## src/verilog/gpf_regs.svh

```systemverilog
// Register offsets, field positions, reset values and masks of the pin control block
`ifndef GPF_REGS_SVH
`define GPF_REGS_SVH

// Register indices; the byte address is four times the index
`define GPF_IDX_CONFIG      8'h06
`define GPF_IDX_IDENT       8'h07
`define GPF_IDX_IRQ_STAT    8'h20
`define GPF_IDX_IRQ_MASK    8'h21

// Field positions in general_pin_config
`define GPF_FAULT_MODE_HI   10
`define GPF_FAULT_MODE_LO   9
`define GPF_FAULT_LEVEL     8
`define GPF_RSVD_HI         7
`define GPF_RSVD_LO         6
`define GPF_P1_IN_EN        5
`define GPF_P0_IN_EN        4
`define GPF_P1_OUT_EN       3
`define GPF_P0_OUT_EN       2
`define GPF_P1_LEVEL        1
`define GPF_P0_LEVEL        0

// Writable bits of general_pin_config; all others read as zero
`define GPF_CONFIG_WMASK    16'h073f
`define GPF_CONFIG_RST      16'h0000

// Interrupt status and mask layout
`define GPF_IRQ_W           3
`define GPF_IRQ_FAULT       0
`define GPF_IRQ_PIN0        1
`define GPF_IRQ_PIN1        2
`define GPF_IRQ_MASK_RST    3'h0

`endif

```

## src/verilog/gpf_pkg.sv

```systemverilog
// Types shared by the pin control block
package gpf_pkg;

    typedef enum logic [1:0] {
        FM_OFF   = 2'b00,
        FM_ERRIN = 2'b01,
        FM_ODERR = 2'b10,
        FM_GPO   = 2'b11
    } gpf_fault_mode_t;

    typedef struct packed {
        logic        cyc;
        logic        stb;
        logic        we;
        logic [3:0]  sel;
        logic [11:0] adr;
        logic [31:0] dat;
    } gpf_wb_req_t;

    typedef struct packed {
        logic        ack;
        logic [31:0] dat;
    } gpf_wb_rsp_t;

    typedef struct packed {
        logic out;
        logic oeN;
    } gpf_pin_drv_t;

endpackage

```

## src/verilog/gpf_pin_cell.sv

```systemverilog
// Registered driver for one pin: level and active-low output enable
`timescale 1ns/100ps
module gpf_pin_cell (
    input  wire logic             mclk,
    input  wire logic             rst_n,
    input  wire logic             ce,
    input  wire logic             drive,
    input  wire logic             level,
    output gpf_pkg::gpf_pin_drv_t pin
);
    import gpf_pkg::*;

    always_ff @(posedge mclk or negedge rst_n) begin
        if (!rst_n) begin
            pin.out <= 1'b0;
            pin.oeN <= 1'b1;
        end else if (ce) begin
            pin.out <= level;
            pin.oeN <= ~drive;
        end
    end

endmodule

```

## src/verilog/gpf_pin_control.sv

```systemverilog
// General pin and fault pin control with its register file on a Wishbone slave
//
// Summary of operation
// - A two-bit fault pin function field sits at bits 10:9 and the value 00 leaves the pin without function.
// - Function 01 makes the fault pin an input whose inverted level joins the other errors in the fault flag.
// - Function 10 makes the fault pin open-drain, pulled low whenever any error bit is set.
// - Function 11 drives the fault pin actively to the fault pin level bit.
// - Bit 8 sets the driven fault pin level and reads back the pin when it is an input; it resets to 0.
// - Bits 5 and 4 make general pin 1 and 0 inputs; both reset to 0.
// - Bits 3 and 2 make general pin 1 and 0 outputs; both reset to 0.
// - Bits 1 and 0 are the written output level or the read input state of general pin 1 and 0.
// - Bits 7:6 are reserved, read as zero, and software writes zero to them.
// - The identity register at index 0x07 returns a fixed 16-bit code and ignores writes.
//
// Design decision made here: the Wishbone slave port.
`timescale 1ns/100ps
`include "gpf_regs.svh"

module gpf_pin_control #(
    parameter int          ERR_W   = 4,
    // Arbitrary identity value
    parameter logic [15:0] ID_CODE = 16'h5a3c
) (
    input  wire logic                   mclk,
    input  wire logic                   rst_n,
    input  wire logic                   ce,
    input  wire gpf_pkg::gpf_wb_req_t   wbReq,
    output gpf_pkg::gpf_wb_rsp_t        wbRsp,
    input  wire logic [ERR_W-1:0]       errSources,
    output logic                        adcFault,
    input  wire logic                   faultPinIn,
    output gpf_pkg::gpf_pin_drv_t       faultPin,
    input  wire logic [1:0]             gpIn,
    output gpf_pkg::gpf_pin_drv_t [1:0] gpPin,
    output logic                        irq
);
    import gpf_pkg::*;

    ////////////////////////////////////////////////////////////////////////////
    // Helper functions

    // Word index from a byte address
    function automatic logic [7:0] wordIndex(input logic [11:0] adr);
        wordIndex = adr[9:2];
    endfunction

    // Merge write data into a 16-bit register under the two low byte lanes
    function automatic logic [15:0] laneMerge(
        input logic [15:0] old,
        input logic [31:0] dat,
        input logic [3:0]  sel
    );
        logic [15:0] res;
        res = old;
        if (sel[0]) begin
            res[7:0] = dat[7:0];
        end
        if (sel[1]) begin
            res[15:8] = dat[15:8];
        end
        laneMerge = res;
    endfunction

    // Register decode shared by the write, clear and mask paths
    function automatic logic regHit(
        input logic       strobe,
        input logic [7:0] idx,
        input logic [7:0] target
    );
        regHit = strobe && (idx == target);
    endfunction

    ////////////////////////////////////////////////////////////////////////////
    // Declarations

    logic [15:0]            cfg_q;
    logic [15:0]            cfg_d;
    logic [`GPF_IRQ_W-1:0]  irqStat_q;
    logic [`GPF_IRQ_W-1:0]  irqStat_d;
    logic [`GPF_IRQ_W-1:0]  irqMask_q;
    logic [`GPF_IRQ_W-1:0]  irqMask_d;
    logic [`GPF_IRQ_W-1:0]  events;
    logic [1:0]             gpInPrev_q;
    logic                   fault_d;
    logic                   access;
    logic                   wrAccess;
    logic                   rdAccess;
    logic [7:0]             index;
    logic [31:0]            rdData;
    logic [15:0]            cfgView;
    gpf_fault_mode_t        faultMode;
    logic                   faultDrive;
    logic                   faultLevel;
    logic [1:0]             gpInEn;
    logic [1:0]             gpOutEn;
    logic [1:0]             gpLevel;
    logic                   anyError;

    ////////////////////////////////////////////////////////////////////////////
    // Field decode

    assign faultMode = gpf_fault_mode_t'(cfg_q[`GPF_FAULT_MODE_HI:`GPF_FAULT_MODE_LO]);
    assign gpInEn    = {cfg_q[`GPF_P1_IN_EN], cfg_q[`GPF_P0_IN_EN]};
    assign gpOutEn   = {cfg_q[`GPF_P1_OUT_EN], cfg_q[`GPF_P0_OUT_EN]};
    assign gpLevel   = {cfg_q[`GPF_P1_LEVEL], cfg_q[`GPF_P0_LEVEL]};
    assign anyError  = |errSources;

    ////////////////////////////////////////////////////////////////////////////
    // Wishbone slave: one wait state, ack for one cycle

    // A raised ack blocks a second take of the same request
    assign access   = wbReq.cyc & wbReq.stb & ~wbRsp.ack;
    assign wrAccess = access & wbReq.we;
    assign rdAccess = access & ~wbReq.we;
    assign index    = wordIndex(wbReq.adr);

    always_ff @(posedge mclk or negedge rst_n) begin
        if (!rst_n) begin
            wbRsp.ack <= 1'b0;
        end else if (ce) begin
            wbRsp.ack <= access;
        end
    end

    always_ff @(posedge mclk or negedge rst_n) begin
        if (!rst_n) begin
            wbRsp.dat <= 32'h0000_0000;
        end else if (ce) begin
            if (rdAccess) begin
                wbRsp.dat <= rdData;
            end
        end
    end

    ////////////////////////////////////////////////////////////////////////////
    // Configuration register

    // Reserved and unimplemented bits are masked on every write
    always_comb begin
        cfg_d = cfg_q;
        if (regHit(wrAccess, index, `GPF_IDX_CONFIG)) begin
            cfg_d = laneMerge(cfg_q, wbReq.dat, wbReq.sel) & `GPF_CONFIG_WMASK;
        end
    end

    // Data bits keep their written value whatever the enables say
    always_ff @(posedge mclk or negedge rst_n) begin
        if (!rst_n) begin
            cfg_q <= `GPF_CONFIG_RST;
        end else if (ce) begin
            cfg_q <= cfg_d;
        end
    end

    ////////////////////////////////////////////////////////////////////////////
    // Read view of the configuration register

    always_comb begin
        cfgView = cfg_q;
        if (faultMode == FM_ERRIN) begin
            cfgView[`GPF_FAULT_LEVEL] = faultPinIn;
        end
        if (gpInEn[0]) begin
            cfgView[`GPF_P0_LEVEL] = gpIn[0];
        end
        if (gpInEn[1]) begin
            cfgView[`GPF_P1_LEVEL] = gpIn[1];
        end
        cfgView[`GPF_RSVD_HI:`GPF_RSVD_LO] = 2'b00;
    end

    ////////////////////////////////////////////////////////////////////////////
    // Read data mux; unmapped indices read as zero

    always_comb begin
        rdData = 32'h0000_0000;
        case (index)
            `GPF_IDX_CONFIG: begin
                rdData[15:0] = cfgView;
            end
            `GPF_IDX_IDENT: begin
                rdData[15:0] = ID_CODE;
            end
            `GPF_IDX_IRQ_STAT: begin
                rdData[`GPF_IRQ_W-1:0] = irqStat_q;
            end
            `GPF_IDX_IRQ_MASK: begin
                rdData[`GPF_IRQ_W-1:0] = irqMask_q;
            end
            default: begin
                rdData = 32'h0000_0000;
            end
        endcase
    end

    ////////////////////////////////////////////////////////////////////////////
    // Converter fault flag

    always_comb begin
        fault_d = anyError;
        if (faultMode == FM_ERRIN) begin
            fault_d = anyError | ~faultPinIn;
        end
    end

    always_ff @(posedge mclk or negedge rst_n) begin
        if (!rst_n) begin
            adcFault <= 1'b0;
        end else if (ce) begin
            adcFault <= fault_d;
        end
    end

    ////////////////////////////////////////////////////////////////////////////
    // Fault pin function
    // Open drain only ever pulls low; the line is pulled up outside

    always_comb begin
        faultDrive = 1'b0;
        faultLevel = 1'b1;
        case (faultMode)
            FM_OFF: begin
                faultDrive = 1'b0;
                faultLevel = 1'b1;
            end
            FM_ERRIN: begin
                faultDrive = 1'b0;
                faultLevel = 1'b1;
            end
            FM_ODERR: begin
                faultDrive = anyError;
                faultLevel = 1'b0;
            end
            FM_GPO: begin
                faultDrive = 1'b1;
                faultLevel = cfg_q[`GPF_FAULT_LEVEL];
            end
            default: begin
                faultDrive = 1'b0;
                faultLevel = 1'b1;
            end
        endcase
    end

    gpf_pin_cell u_fault_pin (
        .mclk  (mclk),
        .rst_n (rst_n),
        .ce    (ce),
        .drive (faultDrive),
        .level (faultLevel),
        .pin   (faultPin)
    );

    ////////////////////////////////////////////////////////////////////////////
    // General pins: driven only while their output enable is set
    // Both enables set: the output wins and a read returns the pin

    gpf_pin_cell u_gp0_pin (
        .mclk  (mclk),
        .rst_n (rst_n),
        .ce    (ce),
        .drive (gpOutEn[0]),
        .level (gpLevel[0]),
        .pin   (gpPin[0])
    );

    gpf_pin_cell u_gp1_pin (
        .mclk  (mclk),
        .rst_n (rst_n),
        .ce    (ce),
        .drive (gpOutEn[1]),
        .level (gpLevel[1]),
        .pin   (gpPin[1])
    );

    ////////////////////////////////////////////////////////////////////////////
    // Interrupt events

    always_ff @(posedge mclk or negedge rst_n) begin
        if (!rst_n) begin
            gpInPrev_q <= 2'b00;
        end else if (ce) begin
            gpInPrev_q <= gpIn;
        end
    end

    // Rising fault flag and a change on an enabled general input
    // Edges count only while the input enable is set, so a pin with its input enable clear raises nothing
    always_comb begin
        events = '0;
        events[`GPF_IRQ_FAULT] = fault_d & ~adcFault;
        events[`GPF_IRQ_PIN0]  = gpInEn[0] & (gpIn[0] ^ gpInPrev_q[0]);
        events[`GPF_IRQ_PIN1]  = gpInEn[1] & (gpIn[1] ^ gpInPrev_q[1]);
    end

    ////////////////////////////////////////////////////////////////////////////
    // Interrupt status, cleared by a read; a new event wins over the clear

    // Clear acts at the taking edge; events of that same cycle stay set
    always_comb begin
        irqStat_d = irqStat_q;
        if (regHit(rdAccess, index, `GPF_IDX_IRQ_STAT)) begin
            irqStat_d = '0;
        end
        irqStat_d = irqStat_d | events;
    end

    always_ff @(posedge mclk or negedge rst_n) begin
        if (!rst_n) begin
            irqStat_q <= '0;
        end else if (ce) begin
            irqStat_q <= irqStat_d;
        end
    end

    ////////////////////////////////////////////////////////////////////////////
    // Interrupt mask

    always_comb begin
        irqMask_d = irqMask_q;
        if (regHit(wrAccess, index, `GPF_IDX_IRQ_MASK) && wbReq.sel[0]) begin
            irqMask_d = wbReq.dat[`GPF_IRQ_W-1:0];
        end
    end

    always_ff @(posedge mclk or negedge rst_n) begin
        if (!rst_n) begin
            irqMask_q <= `GPF_IRQ_MASK_RST;
        end else if (ce) begin
            irqMask_q <= irqMask_d;
        end
    end

    ////////////////////////////////////////////////////////////////////////////
    // Interrupt output, aligned with the status register

    always_ff @(posedge mclk or negedge rst_n) begin
        if (!rst_n) begin
            irq <= 1'b0;
        end else if (ce) begin
            irq <= |(irqStat_d & irqMask_d);
        end
    end

endmodule

```

## config.mk

```make
export PLATFORM = sky130hd
export DESIGN_NAME = gpf_pin_control
export DESIGN_NICKNAME = d
export VERILOG_FILES = /design/src/verilog/gpf_pkg.sv /design/src/verilog/gpf_pin_cell.sv /design/src/verilog/gpf_pin_control.sv
export VERILOG_INCLUDE_DIRS = /design/src /design/src/verilog
export SDC_FILE = /design/constraint.sdc
export NUM_CORES = 1
export LEC_CHECK = 0
export BUFFER_PORTS_ARGS = -buffer_cell sky130_fd_sc_hd__buf_4
export CORE_MARGIN = 2
export CORE_UTILIZATION = 40
export DETAILED_ROUTE_END_ITERATION = 10
export GPL_TIMING_DRIVEN = 0
export PLACE_DENSITY_LB_ADDON = 0.12
export SLEW_MARGIN = 10
export SYNTH_ARGS = -nofsm -noshare
export SYNTH_HDL_FRONTEND = slang
export SYNTH_SLANG_ARGS = --single-unit
```

## constraint.sdc

```tcl
create_clock -name mclk -period 1.7 [get_ports mclk]
set_input_delay 0.34 -clock mclk [delete_from_list [all_inputs] [get_ports mclk]]
set_output_delay 0.34 -clock mclk [all_outputs]
set_load 0.05 [all_outputs]
```

# Yosys cells after proc, flatten, opt, wreduce, memory -nomap -nowiden
# Index checks and enable logic that the tools add are counted.
# totals
regBits,42
in_bits,61
output_inout_bits,41
word_cells,62
# classes
n_eq_ne,7
n_mux,10
n_bitwise,19
reduce_logical,11
# ops
operator,n
$pmux W12 S2,1
$eq A8 B3 Y1 const B,2
$eq A8 B6 Y1 const B,2
$pmux W3 S4,1
$and A1 B1 Y1,7
$not A1 Y1,7
$mux W3,2
$pmux W1 S3,2
$reduce_and A3 Y1,2
$eq A2 B2 Y1 const B,2
$logic_and A1 B1 Y1,4
$mux W1,4
$reduce_or A4 Y1,1
$and A3 B3 Y3,1
$or A3 B3 Y3,1
$reduce_or A3 Y1,1
$eq A2 B1 Y1 const B,1
$logic_not A2 Y1,1
$reduce_and A2 Y1,1
$reduce_or A2 Y1,1
$xor A1 B1 Y1,2
$or A1 B1 Y1,1

# Depth between registers and ports, before layout
# depth
ltp_word,8
mapped_depth,7
mapped_depth_nobuf,5

# Modules after synthesis
# A second synthesis with hierarchy kept.
# unflattened
hier_cells,165
area_unflattened_um2,1881.8
# modules_own_cells
mod,instances,cells_per_inst,area_each_um2,seq_area_each_um2
gpf_pin_control,1,150,1641.6,750.7
gpf_pin_cell,3,5,80.1,51.3

# Worst setup path after synthesis
# Ideal clock, no wire load.
# synth_path
path_kind,flip-flop to flip-flop
startpoint,register wbRsp[32] (netlist name)
endpoint,register cfg_q[0]
arrival_time_ns,1.820
t_required_ns,1.575
setup_slack_ns,-0.245
path_stages_with_launch,7
path_cell_list,dfrtp_1 > and3b_1 > clkbuf_1 > nand2_1 > nor4_4 > nand2_4 > mux2_4
# synth_via
elab_chain_cells,5
# synth_lines
element,line_no,rtl
start: declaration,gpf_pin_control.sv:28,"output gpf_pkg::gpf_wb_rsp_t wbRsp,"
$not A1 Y1,gpf_pin_control.sv:112,assign access = wbReq.cyc & wbReq.stb & ~wbRsp.ack;
$and A1 B1 Y1,gpf_pin_control.sv:112,
$and A1 B1 Y1,gpf_pin_control.sv:113,assign wrAccess = access & wbReq.we;
$logic_and A1 B1 Y1,gpf_pin_control.sv:70,regHit = strobe && (idx == target);
$reduce_and A3 Y1 (no line),-,
end signal: assignment,gpf_pin_control.sv:149,cfg_q <= `GPF_CONFIG_RST;
end signal: assignment,gpf_pin_control.sv:151,cfg_q <= cfg_d;
end: declaration,gpf_pin_control.sv:76,logic [15:0] cfg_q;
# No other way between the ends.
# A chain may end at the register's enable or synchronous reset.

# Worst setup path in the final report
# Same ends and word-level chain as after synthesis.

==> metrics.txt <==
Die Footprint 5320 sq um; DR WL/cell 14.0 microns; GPL Wtd Cong around 0.74; row cnt 25; CTS tree done; sw frac 0.266; min cycle time layout 1.71 ns; layout cell share with drive strength beyond 1 0.474; via count of the first global-routing pass ~1.4k; area grow syn2layout 37.8%; DP Wirelength 3180 microns; Hold Vio Cnt, Final 1; Slew @ Worst Pin 0.580 ns; ANT nets after route 0; max_cap viols 0; initial antenna violation count 0; Die Span Y 72.9 microns; Setup WS pre-CTS -0.287 ns; Syn. warnings 0; DRC violations left 0; Unique masters post-synth 43; H-tree levels 2; Root Buffer clkbuf_8; ys flop type dfrtp_1; PnR worst setup slack -0.00699 ns; unrepaired setup endpoints after global routing yes; relative slew slack 0.614; Num CTS Buffers 5; Pins Over Slew Limit 0; nature of the critical path endpoint register; ant diodes 0; CORE AREA roughly 4700 sq um; largest net degree at the start of global routing 37; EDFF count, synth 0; CTS Sinks 36; Lkg Pwr approximately 1.3 nW; via-per-instance ratio 4.76; I/O pin cnt 102; Die X 72.9 microns; Clk pwr share 0.388; Total Routing Usage GR 0.175; # setup viols final 6; f_max 586 MHz; total gr overflow 0; async set or reset register ratio after synthesis 1.00; CTS clk-pin slew, worst paths ~0.07 ns; VDD IR max 0.423 mV; final net count 311; met2 routed WL approximately 2100 microns; Startpoint Class register; Internal Power roughly 1.5 mW; Clk Latency, worst-skew pair between 0.2 and 0.3 ns; failing checks negative hold slack, negative setup slack; first-pass GRT wire length 6930 microns; pwr dens just over 800 nW/um^2; sequential share of power 0.431; register area share after synthesis 0.476; top routing layer used met4; via count between 1k and 1.5k; drt first pass iters 4; number of synthesized register bits 36; initial DRC count 67; Post-Route WL 4260 microns; IO Port Bufs 51; Fin Hold WS -0.00149 ns; CTS max path bufs 2; met3 WL approximately 230 microns; Synth Area per Inst 11.2 sq um; Overall Power 2.11 mW; Mapped Cells between 150 and 200; starting density of the core 0.408; Hold/Removal Path Class input pin to asynchronous set/reset pin; placed inst area 2430 sq um; period utilization 1.00; synthesized area between 1500 and 2000 sq um; crit path max fanout 6; WP data required 1.87 ns; met1 WL between 1500 and 2000 microns; clock skew between 0.002 and 0.003 ns; Final Cell Area 2620 sq um; type of the worst setup path register to register; Final Util 0.562; combinational share of power 0.181; Psw roughly 560 uW; CP arrival approximately 1.9 ns; status finished, violations left
-- repair_timing --
action | CTS | global route
hold buffers | 0 | 0
pin swaps | 3 | 3
setup buffers | 2 | 2
setup endpoints to repair | 16 | 17
gates resized for setup | 6 | 3
-- power by group through the flow --
stage | clock network, mW | registers [mW] | logic [mW]
floorplan | 0 | 0.954 | 0.212
global placement | 0 | 0.920 | 0.366
global route | 0.866 | 0.910 | 0.408
finish | 0.818 | 0.908 | 0.380
CTS | 0.827 | 0.906 | 0.375
detailed placement | 0 | 0.922 | 0.368
-- placed cells by master, fill, tap and decap left out, types with 5 or more instances in the layout --
| master | synthesis | routed |
|---|---|---|
| dfrtp_1 | 33 | 32 |
| buf_4 | 23 | 77 |
| mux2_2 | 10 | 10 |
| nor2_1 | 12 | 12 |
| clkbuf_1 | 7 | 6 |
| conb_1 | 1 | 20 |
| clkbuf_8 | 0 | 7 |
| mux2_4 | 6 | 9 |
| inv_1 | 5 | 5 |
| o31ai_1 | 5 | 5 |
| nand2_1 | 9 | 8 |
-- cell usage after synthesis (3+ instances only) --
cell,count,area (sq um)
o31ai_1,5,37.5
nand3_1,4,20.0
nand2_1,9,33.8
dfstp_2,3,78.8
mux2_1,3,33.8
mux2_2,10,113
buf_4,23,173
a21oi_1,4,20.0
nor2_1,12,45.0
mux2_4,6,90.1
a22o_1,3,26.3
inv_1,5,18.8
dfrtp_1,33,826
mux2i_1,5,50.1
o21ai_0,4,20.0
clkbuf_1,7,26.3
-- sequential cells by signal, summed over array words and instances (netlist names), 2 cells and up --
signal	count
irqMask_q	3
u_gp0_pin.pin	2
cfg_q	9
gpInPrev_q	2
u_gp1_pin.pin	2
irqStat_q	3
u_fault_pin.pin	2
wbRsp	11
-- kinds of logic (layout without fill, tap and decap cells) --
kind of cell	after synthesis	count (layout)	synth area share
multiplexers	24	24	0.151
XOR/XNOR	2	2	0.00922
buffers and inverters	36	98	0.117
flip-flops	36	36	0.476
AO/OA/AOI/OAI	29	29	0.111
other	1	20	0.00197
AND/OR/NAND/NOR	42	42	0.134
-- critical path, cell delays in order (launching register included) --
cell and delay, ns:
dfrtp_2 0.40, and3b_2 0.28, nand2_2 0.09, nor4_4 0.33, nand2_4 0.17, mux2_4 0.32
-- path summary, 6_finish.rpt --
path	from	to	slack, ns	cells past startpoint
worst max-delay path	wbRsp[32]$_DFFE_PN0P_	cfg_q[0]$_DFFE_PN0P_	-0.007	5
worst min-delay path	rst_n	irqStat_q[0]$_DFFE_PN0P_	-0.001	1
worst max register to register	wbRsp[32]$_DFFE_PN0P_	cfg_q[0]$_DFFE_PN0P_	-0.007	5
worst min register to register	cfg_q[3]$_DFFE_PN0P_	u_gp1_pin.pin[0]$_DFFE_PN1P_	0.46	1
max in group asynchronous	rst_n	u_gp0_pin.pin[0]$_DFFE_PN1P_	1.34	1
min in group mclk	wbReq[5]	cfg_q[5]$_DFFE_PN0P_	0.29	2
-- layout make-up --
type	instances	area, sq um
sequential	36	906
fill	429	2040
multi-input combinational	117	881
buffer	30	206
inverter	5	18.8
clock inverter	1	30.0
clock buffer	7	96.3
timing repair buffer	55	413
tap	54	67.6
-- through the flow --
step / cells / TNS, ns
after detailed placement: 294 / -4.08
after floorplan: 189 / -0.877
after global placement: 294 / -3.56
final: 305 / -0.0256
after CTS: 303 / -0.737
after global routing: 305 / -1.44
-- metal layers --
| metal | vias to the layer above | track usage |
|---|---|---|
| met4 | 0 | 0.0432 |
| li1 | 717 | - |
| met3 | 4 | 0.0414 |
| met1 | 679 | 0.224 |
| met5 | - | 0 |
| met2 | 51 | 0.298 |
(Power assumes the default switching activity.)
